<file path="src/rtl/apt_pkg.sv">
// Shared constants and state types for the axis position and pulse timing block
package apt_pkg;
  // Clocking: the pulse timebase runs at half the core clock
  localparam logic [31:0] CLOCK_HZ = 32'h0BEBC200;
  localparam logic [31:0] SCLK_DIV = 32'h00000002;
  localparam logic [31:0] SCLK_HZ = CLOCK_HZ / SCLK_DIV;
  // Parameter scaling figures
  localparam logic [55:0] PPS_SCALE = 56'h7A1200;
  localparam logic [31:0] ACCEL_SCALE = 32'h0000007D;
  localparam logic [55:0] JERK_NUM = 56'h3B9ACA0;
  localparam logic [23:0] RANGE_RESET = 24'h7A1200;
  // Register byte offsets
  localparam logic [7:0] OFS_LPOS = 8'h00;
  localparam logic [7:0] OFS_RPOS = 8'h04;
  localparam logic [7:0] OFS_UPPER = 8'h08;
  localparam logic [7:0] OFS_LOWER = 8'h0C;
  localparam logic [7:0] OFS_WR2 = 8'h10;
  localparam logic [7:0] OFS_WR3 = 8'h14;
  localparam logic [7:0] OFS_RR1 = 8'h18;
  localparam logic [7:0] OFS_RR2 = 8'h1C;
  localparam logic [7:0] OFS_RANGE = 8'h20;
  localparam logic [7:0] OFS_ACCEL = 8'h24;
  localparam logic [7:0] OFS_JERK = 8'h28;
  localparam logic [7:0] OFS_INIT_SPEED = 8'h2C;
  localparam logic [7:0] OFS_DRIVE_SPEED = 8'h30;
  localparam logic [7:0] OFS_COMMAND = 8'h34;
  localparam logic [7:0] OFS_INPUT_MODE = 8'h38;
  localparam logic [7:0] OFS_CUR_SPEED = 8'h3C;
  // Field positions
  localparam int POS_LIMIT_EN_BIT = 0;
  localparam int NEG_LIMIT_EN_BIT = 1;
  localparam int CMP_SRC_BIT = 5;
  localparam int SCURVE_BIT = 2;
  localparam int RING_BIT = 6;
  localparam int UPPER_FLAG_BIT = 0;
  localparam int LOWER_FLAG_BIT = 1;
  localparam int BUSY_BIT = 2;
  localparam int POS_LIM_BIT = 0;
  localparam int NEG_LIM_BIT = 1;
  localparam int CMD_POS_BIT = 0;
  localparam int CMD_NEG_BIT = 1;
  localparam int CMD_DECEL_BIT = 2;
  localparam int CMD_HALT_BIT = 3;

  typedef enum logic [1:0] {
    ST_IDLE = 2'b00,
    ST_RUN = 2'b01,
    ST_DECEL = 2'b10,
    ST_DRAIN = 2'b11
  } apt_drive_state_type;

  typedef struct packed {
    logic [31:0] lpos;
    logic [31:0] rpos;
    logic [31:0] upper;
    logic [31:0] lower;
    logic [7:0] wr2;
    logic [7:0] wr3;
    logic [23:0] range;
    logic [15:0] accel;
    logic [15:0] jerk;
    logic [15:0] init_speed;
    logic [15:0] drive_speed;
    logic [15:0] speed;
    logic [15:0] cur_accel;
    logic [31:0] acc_v;
    logic [55:0] acc_j;
    logic input_mode;
    logic dir;
    apt_drive_state_type state;
    logic run;
    logic tick;
    logic upper_flag;
    logic lower_flag;
    logic pos_lim;
    logic neg_lim;
    logic ack;
    logic [31:0] rdata;
  } apt_axis_state_type;

  typedef struct packed {
    logic [55:0] acc;
    logic level;
    logic rise;
  } apt_pulse_state_type;

  typedef struct packed {
    logic a1;
    logic b1;
    logic a2;
    logic b2;
    logic a3;
    logic b3;
    logic up;
    logic down;
  } apt_enc_state_type;
endpackage

</file>
<file path="src/rtl/apt_axis.sv">
// One axis: position counters, compare and soft limits, speed ramp and register slave
`timescale 1ns/1ps
module apt_axis (
  input wire logic clock,
  input wire logic nrst,
  input wire logic [7:0] avs_address,
  input wire logic avs_read,
  input wire logic avs_write,
  input wire logic [3:0] avs_byteenable,
  input wire logic [31:0] avs_writedata,
  output logic [31:0] avs_readdata,
  output logic avs_waitrequest,
  input wire logic enc_a,
  input wire logic enc_b,
  output logic drive_pulse,
  output logic drive_dir
);
  apt_pkg::apt_axis_state_type state_reg;
  apt_pkg::apt_axis_state_type state_next;
  logic pulse_rise;
  logic enc_up;
  logic enc_down;
  logic [31:0] sel_pos;
  logic above_upper;
  logic below_lower;
  logic busy;
  logic ring_on;
  logic req;
  logic wr_take;
  logic cmd_wr;
  logic start_pos;
  logic start_neg;
  logic cmd_decel;
  logic cmd_halt;
  logic [32:0] ramp_v;
  logic [55:0] jerk_sum;
  logic [55:0] jerk_thr;

  // Byte-lane merge shared by every writable register wider than a byte
  // Unwritten lanes keep their old bytes, so narrow host writes are safe
  function automatic logic [31:0] be_merge(logic [31:0] old, logic [31:0] wd, logic [3:0] be);
    logic [31:0] res;
    res = old;
    for (int i = 0; i < 4; i++) begin
      if (be[i]) begin
        res[i*8 +: 8] = wd[i*8 +: 8];
      end
    end
    return res;
  endfunction

  // Up count with optional ring maximum
  function automatic logic [31:0] count_inc(logic [31:0] v, logic [31:0] max, logic ring);
    if (ring && v == max) begin
      return 32'h00000000;
    end
    return v + 32'h00000001;
  endfunction

  // Down count with optional ring maximum
  function automatic logic [31:0] count_dec(logic [31:0] v, logic [31:0] max, logic ring);
    if (ring && v == 32'h00000000) begin
      return max;
    end
    return v - 32'h00000001;
  endfunction

  // Speed fraction accumulator; carry out means one speed unit has elapsed
  // Ticks per second is the divisor, so the carry rate is the acceleration in units
  function automatic logic [32:0] ramp_step(logic [31:0] acc, logic [15:0] rate);
    logic [31:0] sum;
    sum = acc + 32'(rate) * apt_pkg::ACCEL_SCALE;
    if (sum >= apt_pkg::SCLK_HZ) begin
      return {1'b1, sum - apt_pkg::SCLK_HZ};
    end
    return {1'b0, sum};
  endfunction

  // Pulse output stage; its rise strobe steps the logical counter
  apt_pulse_gen u_pulse (
    .clock(clock),
    .nrst(nrst),
    .sclk_tick(state_reg.tick),
    .run(state_reg.run),
    .speed(state_reg.speed),
    .range(state_reg.range),
    .pulse_level(drive_pulse),
    .pulse_rise(pulse_rise)
  );

  // Encoder pins are asynchronous and are synchronised inside the decoder
  apt_enc_decode u_enc (
    .clock(clock),
    .nrst(nrst),
    .enc_a(enc_a),
    .enc_b(enc_b),
    .updown_mode(state_reg.input_mode),
    .count_up(enc_up),
    .count_down(enc_down)
  );

  // Compare against the chosen counter, signed
  // Both tests are strict: a count equal to a bound raises neither flag
  assign sel_pos = state_reg.wr2[apt_pkg::CMP_SRC_BIT] ? state_reg.rpos : state_reg.lpos;
  assign above_upper = $signed(sel_pos) > $signed(state_reg.upper);
  assign below_lower = $signed(sel_pos) < $signed(state_reg.lower);
  assign busy = state_reg.state != apt_pkg::ST_IDLE;
  assign ring_on = state_reg.wr3[apt_pkg::RING_BIT];

  // Bus decode: one wait cycle, the write lands on the edge after the wait, when waitrequest is low
  // A read answers with the value latched when the request was first seen
  assign req = avs_read | avs_write;
  assign avs_waitrequest = req & ~state_reg.ack;
  assign wr_take = avs_write & state_reg.ack;
  assign cmd_wr = wr_take && avs_address == apt_pkg::OFS_COMMAND && avs_byteenable[0];
  assign start_pos = cmd_wr & avs_writedata[apt_pkg::CMD_POS_BIT];
  assign start_neg = cmd_wr & avs_writedata[apt_pkg::CMD_NEG_BIT];
  assign cmd_decel = cmd_wr & avs_writedata[apt_pkg::CMD_DECEL_BIT];
  assign cmd_halt = cmd_wr & avs_writedata[apt_pkg::CMD_HALT_BIT];

  // Shared ramp arithmetic for the speed and the S-curve acceleration
  // Both accumulators keep their residue, so rounding never builds up
  assign ramp_v = ramp_step(state_reg.acc_v, state_reg.cur_accel);
  assign jerk_sum = state_reg.acc_j + apt_pkg::JERK_NUM;
  assign jerk_thr = 56'(state_reg.jerk) * 56'(apt_pkg::ACCEL_SCALE) * 56'(apt_pkg::SCLK_HZ);

  always_comb begin
    state_next = state_reg;
    state_next.ack = req & ~state_reg.ack;
    // Timebase tick every second core clock
    state_next.tick = ~state_reg.tick;

    // Live compare flags
    state_next.upper_flag = above_upper;
    state_next.lower_flag = below_lower;

    // Limit flags: setting is checked first so a new hit is never lost
    // A flag outlives the stop it caused until the count is back inside its bound
    if (state_reg.wr2[apt_pkg::POS_LIMIT_EN_BIT] && busy && above_upper) begin
      state_next.pos_lim = 1'b1;
    end else if (!above_upper) begin
      state_next.pos_lim = 1'b0;
    end
    if (state_reg.wr2[apt_pkg::NEG_LIMIT_EN_BIT] && busy && below_lower) begin
      state_next.neg_lim = 1'b1;
    end else if (!below_lower) begin
      state_next.neg_lim = 1'b0;
    end

    // Logical counter follows emitted pulses; ring max is the upper bound
    if (pulse_rise) begin
      if (state_reg.dir) begin
        state_next.lpos = count_dec(state_reg.lpos, state_reg.upper, ring_on);
      end else begin
        state_next.lpos = count_inc(state_reg.lpos, state_reg.upper, ring_on);
      end
    end
    // Real counter follows the encoder; ring max is the lower bound
    // Only in up/down mode can the decoder raise both strobes; up then takes priority and the down count is lost
    if (enc_up) begin
      state_next.rpos = count_inc(state_reg.rpos, state_reg.lower, ring_on);
    end else if (enc_down) begin
      state_next.rpos = count_dec(state_reg.rpos, state_reg.lower, ring_on);
    end

    // Drive sequencing; the timebase tick paces the ramps
    unique case (state_reg.state)
      // A start while busy is ignored; both direction bits give positive travel
      apt_pkg::ST_IDLE: begin
        if (start_pos || start_neg) begin
          state_next.state = apt_pkg::ST_RUN;
          state_next.dir = start_neg & ~start_pos;
          state_next.speed = state_reg.init_speed;
          state_next.acc_v = '0;
          state_next.acc_j = '0;
          state_next.cur_accel = state_reg.wr3[apt_pkg::SCURVE_BIT] ? 16'h0000 : state_reg.accel;
          state_next.run = 1'b1;
        end
      end

      apt_pkg::ST_RUN: begin
        // Halt beats a decelerating stop when both arrive together
        if (cmd_halt) begin
          state_next.state = apt_pkg::ST_DRAIN;
          state_next.run = 1'b0;
        end else if (cmd_decel || state_reg.pos_lim || state_reg.neg_lim) begin
          // Limits stop in either direction of travel
          state_next.state = apt_pkg::ST_DECEL;
          state_next.cur_accel = state_reg.accel;
          state_next.acc_v = '0;
        end else if (state_reg.tick) begin
          // Jerk raises the acceleration one unit per threshold crossing
          if (!state_reg.wr3[apt_pkg::SCURVE_BIT]) begin
            state_next.cur_accel = state_reg.accel;
          end else if (state_reg.cur_accel < state_reg.accel) begin
            if (jerk_sum >= jerk_thr) begin
              state_next.acc_j = jerk_sum - jerk_thr;
              state_next.cur_accel = state_reg.cur_accel + 16'h0001;
            end else begin
              state_next.acc_j = jerk_sum;
            end
          end
          // Speed moves toward the target at the current rate
          if (state_reg.speed != state_reg.drive_speed) begin
            state_next.acc_v = ramp_v[31:0];
            if (ramp_v[32]) begin
              if (state_reg.speed < state_reg.drive_speed) begin
                state_next.speed = state_reg.speed + 16'h0001;
              end else begin
                state_next.speed = state_reg.speed - 16'h0001;
              end
            end
          end
        end
      end

      apt_pkg::ST_DECEL: begin
        // Ramp down at the linear rate until the initial speed is reached
        if (cmd_halt || state_reg.speed <= state_reg.init_speed) begin
          state_next.state = apt_pkg::ST_DRAIN;
          state_next.run = 1'b0;
        end else if (state_reg.tick) begin
          state_next.acc_v = ramp_v[31:0];
          if (ramp_v[32]) begin
            state_next.speed = state_reg.speed - 16'h0001;
          end
        end
      end

      apt_pkg::ST_DRAIN: begin
        // Let a high half period finish so the last pulse is whole
        if (!drive_pulse) begin
          state_next.state = apt_pkg::ST_IDLE;
        end
      end
    endcase

    // Read answer is latched on the first cycle of a request
    // Unmapped offsets and the write-only command word read as zero
    if (avs_read && !state_reg.ack) begin
      case (avs_address)
        apt_pkg::OFS_LPOS: state_next.rdata = state_reg.lpos;
        apt_pkg::OFS_RPOS: state_next.rdata = state_reg.rpos;
        apt_pkg::OFS_UPPER: state_next.rdata = state_reg.upper;
        apt_pkg::OFS_LOWER: state_next.rdata = state_reg.lower;
        apt_pkg::OFS_WR2: state_next.rdata = {24'h000000, state_reg.wr2};
        apt_pkg::OFS_WR3: state_next.rdata = {24'h000000, state_reg.wr3};
        apt_pkg::OFS_RR1: state_next.rdata = {29'h00000000, busy, state_reg.lower_flag, state_reg.upper_flag};
        apt_pkg::OFS_RR2: state_next.rdata = {30'h00000000, state_reg.neg_lim, state_reg.pos_lim};
        apt_pkg::OFS_RANGE: state_next.rdata = {8'h00, state_reg.range};
        apt_pkg::OFS_ACCEL: state_next.rdata = {16'h0000, state_reg.accel};
        apt_pkg::OFS_JERK: state_next.rdata = {16'h0000, state_reg.jerk};
        apt_pkg::OFS_INIT_SPEED: state_next.rdata = {16'h0000, state_reg.init_speed};
        apt_pkg::OFS_DRIVE_SPEED: state_next.rdata = {16'h0000, state_reg.drive_speed};
        apt_pkg::OFS_INPUT_MODE: state_next.rdata = {31'h00000000, state_reg.input_mode};
        apt_pkg::OFS_CUR_SPEED: state_next.rdata = {16'h0000, state_reg.speed};
        default: state_next.rdata = 32'h00000000;
      endcase
    end

    // Host writes override counting in the same cycle
    if (wr_take) begin
      case (avs_address)
        apt_pkg::OFS_LPOS: state_next.lpos = be_merge(state_reg.lpos, avs_writedata, avs_byteenable);
        apt_pkg::OFS_RPOS: state_next.rpos = be_merge(state_reg.rpos, avs_writedata, avs_byteenable);
        apt_pkg::OFS_UPPER: state_next.upper = be_merge(state_reg.upper, avs_writedata, avs_byteenable);
        apt_pkg::OFS_LOWER: state_next.lower = be_merge(state_reg.lower, avs_writedata, avs_byteenable);
        // Byte registers take lane 0 only; the other lanes carry nothing
        apt_pkg::OFS_WR2: begin
          if (avs_byteenable[0]) begin
            state_next.wr2 = avs_writedata[7:0];
          end
        end
        apt_pkg::OFS_WR3: begin
          if (avs_byteenable[0]) begin
            state_next.wr3 = avs_writedata[7:0];
          end
        end
        // Narrow registers keep their low bits; upper lanes are dropped
        apt_pkg::OFS_RANGE: begin
          state_next.range = 24'(be_merge({8'h00, state_reg.range}, avs_writedata, avs_byteenable));
        end
        apt_pkg::OFS_ACCEL: begin
          state_next.accel = 16'(be_merge({16'h0000, state_reg.accel}, avs_writedata, avs_byteenable));
        end
        apt_pkg::OFS_JERK: begin
          state_next.jerk = 16'(be_merge({16'h0000, state_reg.jerk}, avs_writedata, avs_byteenable));
        end
        apt_pkg::OFS_INIT_SPEED: begin
          state_next.init_speed = 16'(be_merge({16'h0000, state_reg.init_speed}, avs_writedata, avs_byteenable));
        end
        apt_pkg::OFS_DRIVE_SPEED: begin
          state_next.drive_speed = 16'(be_merge({16'h0000, state_reg.drive_speed}, avs_writedata, avs_byteenable));
        end
        apt_pkg::OFS_INPUT_MODE: begin
          if (avs_byteenable[0]) begin
            state_next.input_mode = avs_writedata[0];
          end
        end
        default: begin
        end
      endcase
    end
  end

  // Counters and bounds are cleared too, though software must not rely on it
  // The range starts at a known setting so a fresh axis has a defined pulse rate
  always_ff @(posedge clock) begin
    if (!nrst) begin
      state_reg <= '0;
      state_reg.range <= apt_pkg::RANGE_RESET;
    end else begin
      state_reg <= state_next;
    end
  end

  assign avs_readdata = state_reg.rdata;
  assign drive_dir = state_reg.dir;
endmodule // apt_axis

</file>
<file path="src/rtl/apt_enc_decode.sv">
// Encoder input synchroniser and quadrature or up/down decoder
`timescale 1ns/1ps
module apt_enc_decode (
  input wire logic clock,
  input wire logic nrst,
  input wire logic enc_a,
  input wire logic enc_b,
  input wire logic updown_mode,
  output logic count_up,
  output logic count_down
);
  apt_pkg::apt_enc_state_type state_reg;
  apt_pkg::apt_enc_state_type state_next;

  // Two flops per pin, then one more stage that is the previous sample
  always_comb begin
    state_next = state_reg;
    state_next.a1 = enc_a;
    state_next.b1 = enc_b;
    state_next.a2 = state_reg.a1;
    state_next.b2 = state_reg.b1;
    state_next.a3 = state_reg.a2;
    state_next.b3 = state_reg.b2;
    if (updown_mode) begin
      // Separate up and down pulse pins count on rising edges
      state_next.up = state_reg.a2 & ~state_reg.a3;
      state_next.down = state_reg.b2 & ~state_reg.b3;
    end else begin
      // Quadrature, four counts per cycle; a double step is noise and is dropped
      state_next.up = ((state_reg.a2 ^ state_reg.a3) ^ (state_reg.b2 ^ state_reg.b3)) & (state_reg.a2 ^ state_reg.b3);
      state_next.down = ((state_reg.a2 ^ state_reg.a3) ^ (state_reg.b2 ^ state_reg.b3)) & ~(state_reg.a2 ^ state_reg.b3);
    end
  end

  always_ff @(posedge clock) begin
    if (!nrst) begin
      state_reg <= '0;
    end else begin
      state_reg <= state_next;
    end
  end

  assign count_up = state_reg.up;
  assign count_down = state_reg.down;
endmodule // apt_enc_decode

</file>
<file path="src/rtl/apt_pulse_gen.sv">
// Drive pulse generator: half periods in whole timebase ticks, mixed to hit the mean rate
`timescale 1ns/1ps
module apt_pulse_gen (
  input wire logic clock,
  input wire logic nrst,
  input wire logic sclk_tick,
  input wire logic run,
  input wire logic [15:0] speed,
  input wire logic [23:0] range,
  output logic pulse_level,
  output logic pulse_rise
);
  apt_pkg::apt_pulse_state_type state_reg;
  apt_pkg::apt_pulse_state_type state_next;
  logic [55:0] step;
  logic [55:0] thr;
  logic [55:0] sum;

  // Two half periods per pulse: rate = speed * 8e6 / range
  assign step = 56'(speed) * (apt_pkg::PPS_SCALE + apt_pkg::PPS_SCALE);
  assign thr = 56'(range) * 56'(apt_pkg::SCLK_HZ);
  assign sum = state_reg.acc + step;

  // The residue carries over, so two neighbouring periods alternate in proportion
  always_comb begin
    state_next = state_reg;
    state_next.rise = 1'b0;
    if (sclk_tick && (run || state_reg.level)) begin
      if (sum >= thr) begin
        state_next.acc = sum - thr;
        state_next.level = ~state_reg.level;
        state_next.rise = ~state_reg.level;
      end else begin
        state_next.acc = sum;
      end
    end
    if (!run && !state_reg.level) begin
      state_next.acc = '0;
    end
  end

  always_ff @(posedge clock) begin
    if (!nrst) begin
      state_reg <= '0;
    end else begin
      state_reg <= state_next;
    end
  end

  assign pulse_level = state_reg.level;
  assign pulse_rise = state_reg.rise;
endmodule // apt_pulse_gen

</file>
<file path="config.mk">
export PLATFORM = sky130hd
export DESIGN_NAME = apt_axis
export DESIGN_NICKNAME = d
export VERILOG_FILES = /design/src/rtl/apt_pkg.sv /design/src/rtl/apt_axis.sv /design/src/rtl/apt_enc_decode.sv /design/src/rtl/apt_pulse_gen.sv
export SDC_FILE = /design/constraint.sdc
export NUM_CORES = 2
export LEC_CHECK = 0
export ABC_AREA = 1
export BUFFER_PORTS_ARGS = -buffer_cell sky130_fd_sc_hd__buf_4
export CORE_UTILIZATION = 45
export DETAILED_ROUTE_END_ITERATION = 8
export SYNTH_ARGS = -nofsm -noshare
export SYNTH_HDL_FRONTEND = slang
export SYNTH_SLANG_ARGS = --single-unit
</file>
<file path="constraint.sdc">
create_clock -name clock -period 10.44 [get_ports clock]
set_input_delay 2.088 -clock clock [delete_from_list [all_inputs] [get_ports clock]]
set_output_delay 2.088 -clock clock [all_outputs]
set_load 0.005 [all_outputs]
</file>
==> impl_metrics.toml <==
[timing]
finClkSkew_ns = 0.0529
timing.setup.tns_ns = -18.17
slew_headroom_pct = 14.6
finalWorstSetupSlack_ns = -0.361
post-route-min-period_ns = 10.80
tightestPinTransition_ns = 1.28
report.final.hold_viol_count = 0
grt_setup_unrepaired = "yes"
max_freq_ghz = 0.0926
timing.final.max_slew_violations = 0
post-route-period-util_pct = 103
hold_ws_ns = 0.415
setup_viol_count_final = 64

[finish]
largest_register_ff_count = 356
flow.area_growth_from_synthesis_pct = 14.1
net_count_of_the_finished_layout = 11500
multi_input_area_mm2 = 0.0517
n_fill_cell = 14900
fraction_of_final_layout_cells_sized_beyond_drive_strength_1_pct = 11.2
layout.area.seq_mm2 = 0.00898
antenna_cell_count = 0
finish.instance_area_mm2 = 0.0769

[route]
vias_per_cell = 5.53
totalWireLength_um = 246000
vias = 66300
routedWlPerCell_um = 20.5
dr.first_iter.drc_count = 5830
drt_drc_violations_left = 0
drt_first_pass_iters = 6
ant_nets = 0

[placed_design]
place_congestion = 0.990
dp_hpwl_um = 201000
io_buffers = 84
placed_cell_area_mm2 = 0.0732

[logic_synthesis]
postSynthCellCount = 9601
yosysUniqueCellTypes = 72
synth_top_area_share_pct = 17.5
avgSynthCellArea_um2 = 7.02
ys_async_sr_fraction_pct = 0
synth_edf_count = 0
seq_area_frac_synth_pct = 13.3
yosys.cell_count.top_type = "sky130_fd_sc_hd__nand2_1"
post-synth-top-area-cell = "sky130_fd_sc_hd__fa_1"
synthesis.yosys.warnings = 0
ys_top_cells_by_count = "sky130_fd_sc_hd__nand2_1, sky130_fd_sc_hd__inv_1, sky130_fd_sc_hd__a21oi_1, sky130_fd_sc_hd__ha_1, sky130_fd_sc_hd__nor2_1"
synth.top_cells.by_area = "sky130_fd_sc_hd__fa_1, sky130_fd_sc_hd__ha_1, sky130_fd_sc_hd__dfxtp_1"
mappedNetlistArea_mm2 = 0.0674
ys_ff_latch = 448
synth_flop_cell = "sky130_fd_sc_hd__dfxtp_1"
synth_fp_nets = 11000

[run_status]
outcome = "finished with violations"
violations_in_the_final_reports = "negative setup slack"

[global_routing]
use_met1_pct = 40.6
grt.total_usage_pct = 31.9
first_global_vias = 65300
global_route_wire_length_before_repair_um = 378000
global_route.usage.met2_pct = 54.1
globalRouteOverflowTotal = 0
maximum_number_of_pins_on_one_net_before_global_route_repair = 90
antenna_found_initial = 6
gr-usage-met3_pct = 3.96
grt-busiest-layer = "met2"

[run]
maxCapViolations = 0

[worst_setup_path]
worst-path-max-fanout = 7
setup.worst_path.start_class = "flop"
arrival_ns = 11.42
worst_path_largest_cell_delay_ns = 0.58
critPathRequiredTime_ns = 11.06
worst_path_most_repeated_cell = "sky130_fd_sc_hd__fa_1"
critical_path_class = "reg -> reg"
worst_path_max_delay_cell = "sky130_fd_sc_hd__fa_1"
worst_setup_path_end_kind = "flop"

[min_path]
hold_class = "reg -> reg"

[power_and_ir_drop]
power.ir.vdd_worst_v = 0.000584
finalPower_w = 0.0197
power_leakage_nw = 38.0
powerDensity_mw_per_mm2 = 257

[clock_network]
clockRootBuffer = "sky130_fd_sc_hd__clkbuf_16"
cts-htree-levels = 2
clkSlewWorstSetupHoldPaths_ns = 0.08
clock_sink_count = 448
tritoncts.num_buffers = 60
max-clock-path-buffers = 3
clk-insertion-delay-late_ns = 0.73
cts_tree = "done"

[floorplan]
chipHeight_um = 389
design.portCount = 85
fp-row-count = 141
design.die.area_mm2 = 0.151
start_util_pct = 45.5
fp.dieW_um = 389
core_region_area_mm2 = 0.148
through the flow:
step | std cells | worst slack, ns | utilization (%)
CTS | 12000 | -0.408 | 51.2
floorplan | 9601 | 0.00388 | -
global placement | 11800 | -0.945 | 49.4
detailed placement | 11800 | -1.13 | 49.4
finish | 12000 | -0.361 | 51.9
global route | 12000 | -0.824 | 51.9
final cells by class:
| class | count | area share (%) |
|---|---|---|
| multi-input combinational | 7056 | 67.2 |
| sequential | 448 | 11.7 |
| inverter | 1800 | 8.83 |
| timing repair buffer | 648 | 6.55 |
| tap | 1930 | 3.14 |
| clock buffer | 82 | 2.19 |
| clock inverter | 30 | 0.363 |
placed cells by master, fill, tap and decap left out, drive strengths merged, types with 25 or more instances in the layout:
cell type and n:
nand2 1807, inv 1783, a21oi 837, ha 804
nor2 760, buf 647, o21ai 638, fa 588
dfxtp 448, nand3 416, xor2 285, nand4 170
xnor2 138, nor3 99, o22ai 93, o211ai 89
clkbuf 83, nor4 53, a31oi 41, clkinv 41
a21o 34, a221oi 25
critical path: cells and delay by family, from the launching register on:
kind / cells / cell delay [ns]
simple gates: 11 / 1.19
xor+xnor: 2 / 0.32
buf+inv: 9 / 0.86
fa+ha+maj: 13 / 5.58
flops: 1 / 0.34
compound gates: 14 / 2.38
repair_timing:
action / 4_1_cts / 5_1_grt
buffers inserted: 19 / 35
hold buffers: 0 / 0
gates resized for setup: 114 / 203
endpoints found under the setup margin: 64 / 83
pin swaps: 93 / 165
gates cloned: 1 / 1
per-layer routing:
layer  share of wire, %  routed length [um]  up-vias
met5              0.015                  36        -
met4                5.1               12600        6
met3                6.2               15300      538
met2                 47              116000     2330
met1                 41              102000    31600
li1                   -                   -    31900
report_power, final:
group | internal, W | switching [W] | total (W)
sequential | 0.00181 | 0.000233 | 0.00204
combinational | 0.00545 | 0.0101 | 0.0156
clock | 0.00118 | 0.000953 | 0.00213
total | 0.00844 | 0.0113 | 0.0197
worst paths after layout:
check	startpoint	end	slack (ns)	depth (start not counted)
hold / removal	u_enc.state_next[5]$_SDFF_PN0_	u_enc.state_next[3]$_SDFF_PN0_	0.42	2
hold reg to reg	u_enc.state_next[5]$_SDFF_PN0_	u_enc.state_next[3]$_SDFF_PN0_	0.42	2
setup reg to reg	state_reg[200]$_SDFFE_PN0P_	state_reg[137]$_SDFFE_PN0P_	-0.36	49
setup / recovery	state_reg[200]$_SDFFE_PN0P_	state_reg[137]$_SDFFE_PN0P_	-0.36	49
kinds of logic after synthesis:
kind of cell               share of synthesized area, %
xor gates and xnor gates                           5.51
buffers and inverters                              12.1
and+or+nand+nor                                    21.3
AOI/OAI and AO/OA                                  15.4
DFF                                                13.3
adders and majority gates                          32.4
No activity file was read; power rests on OpenSTA's default activity.
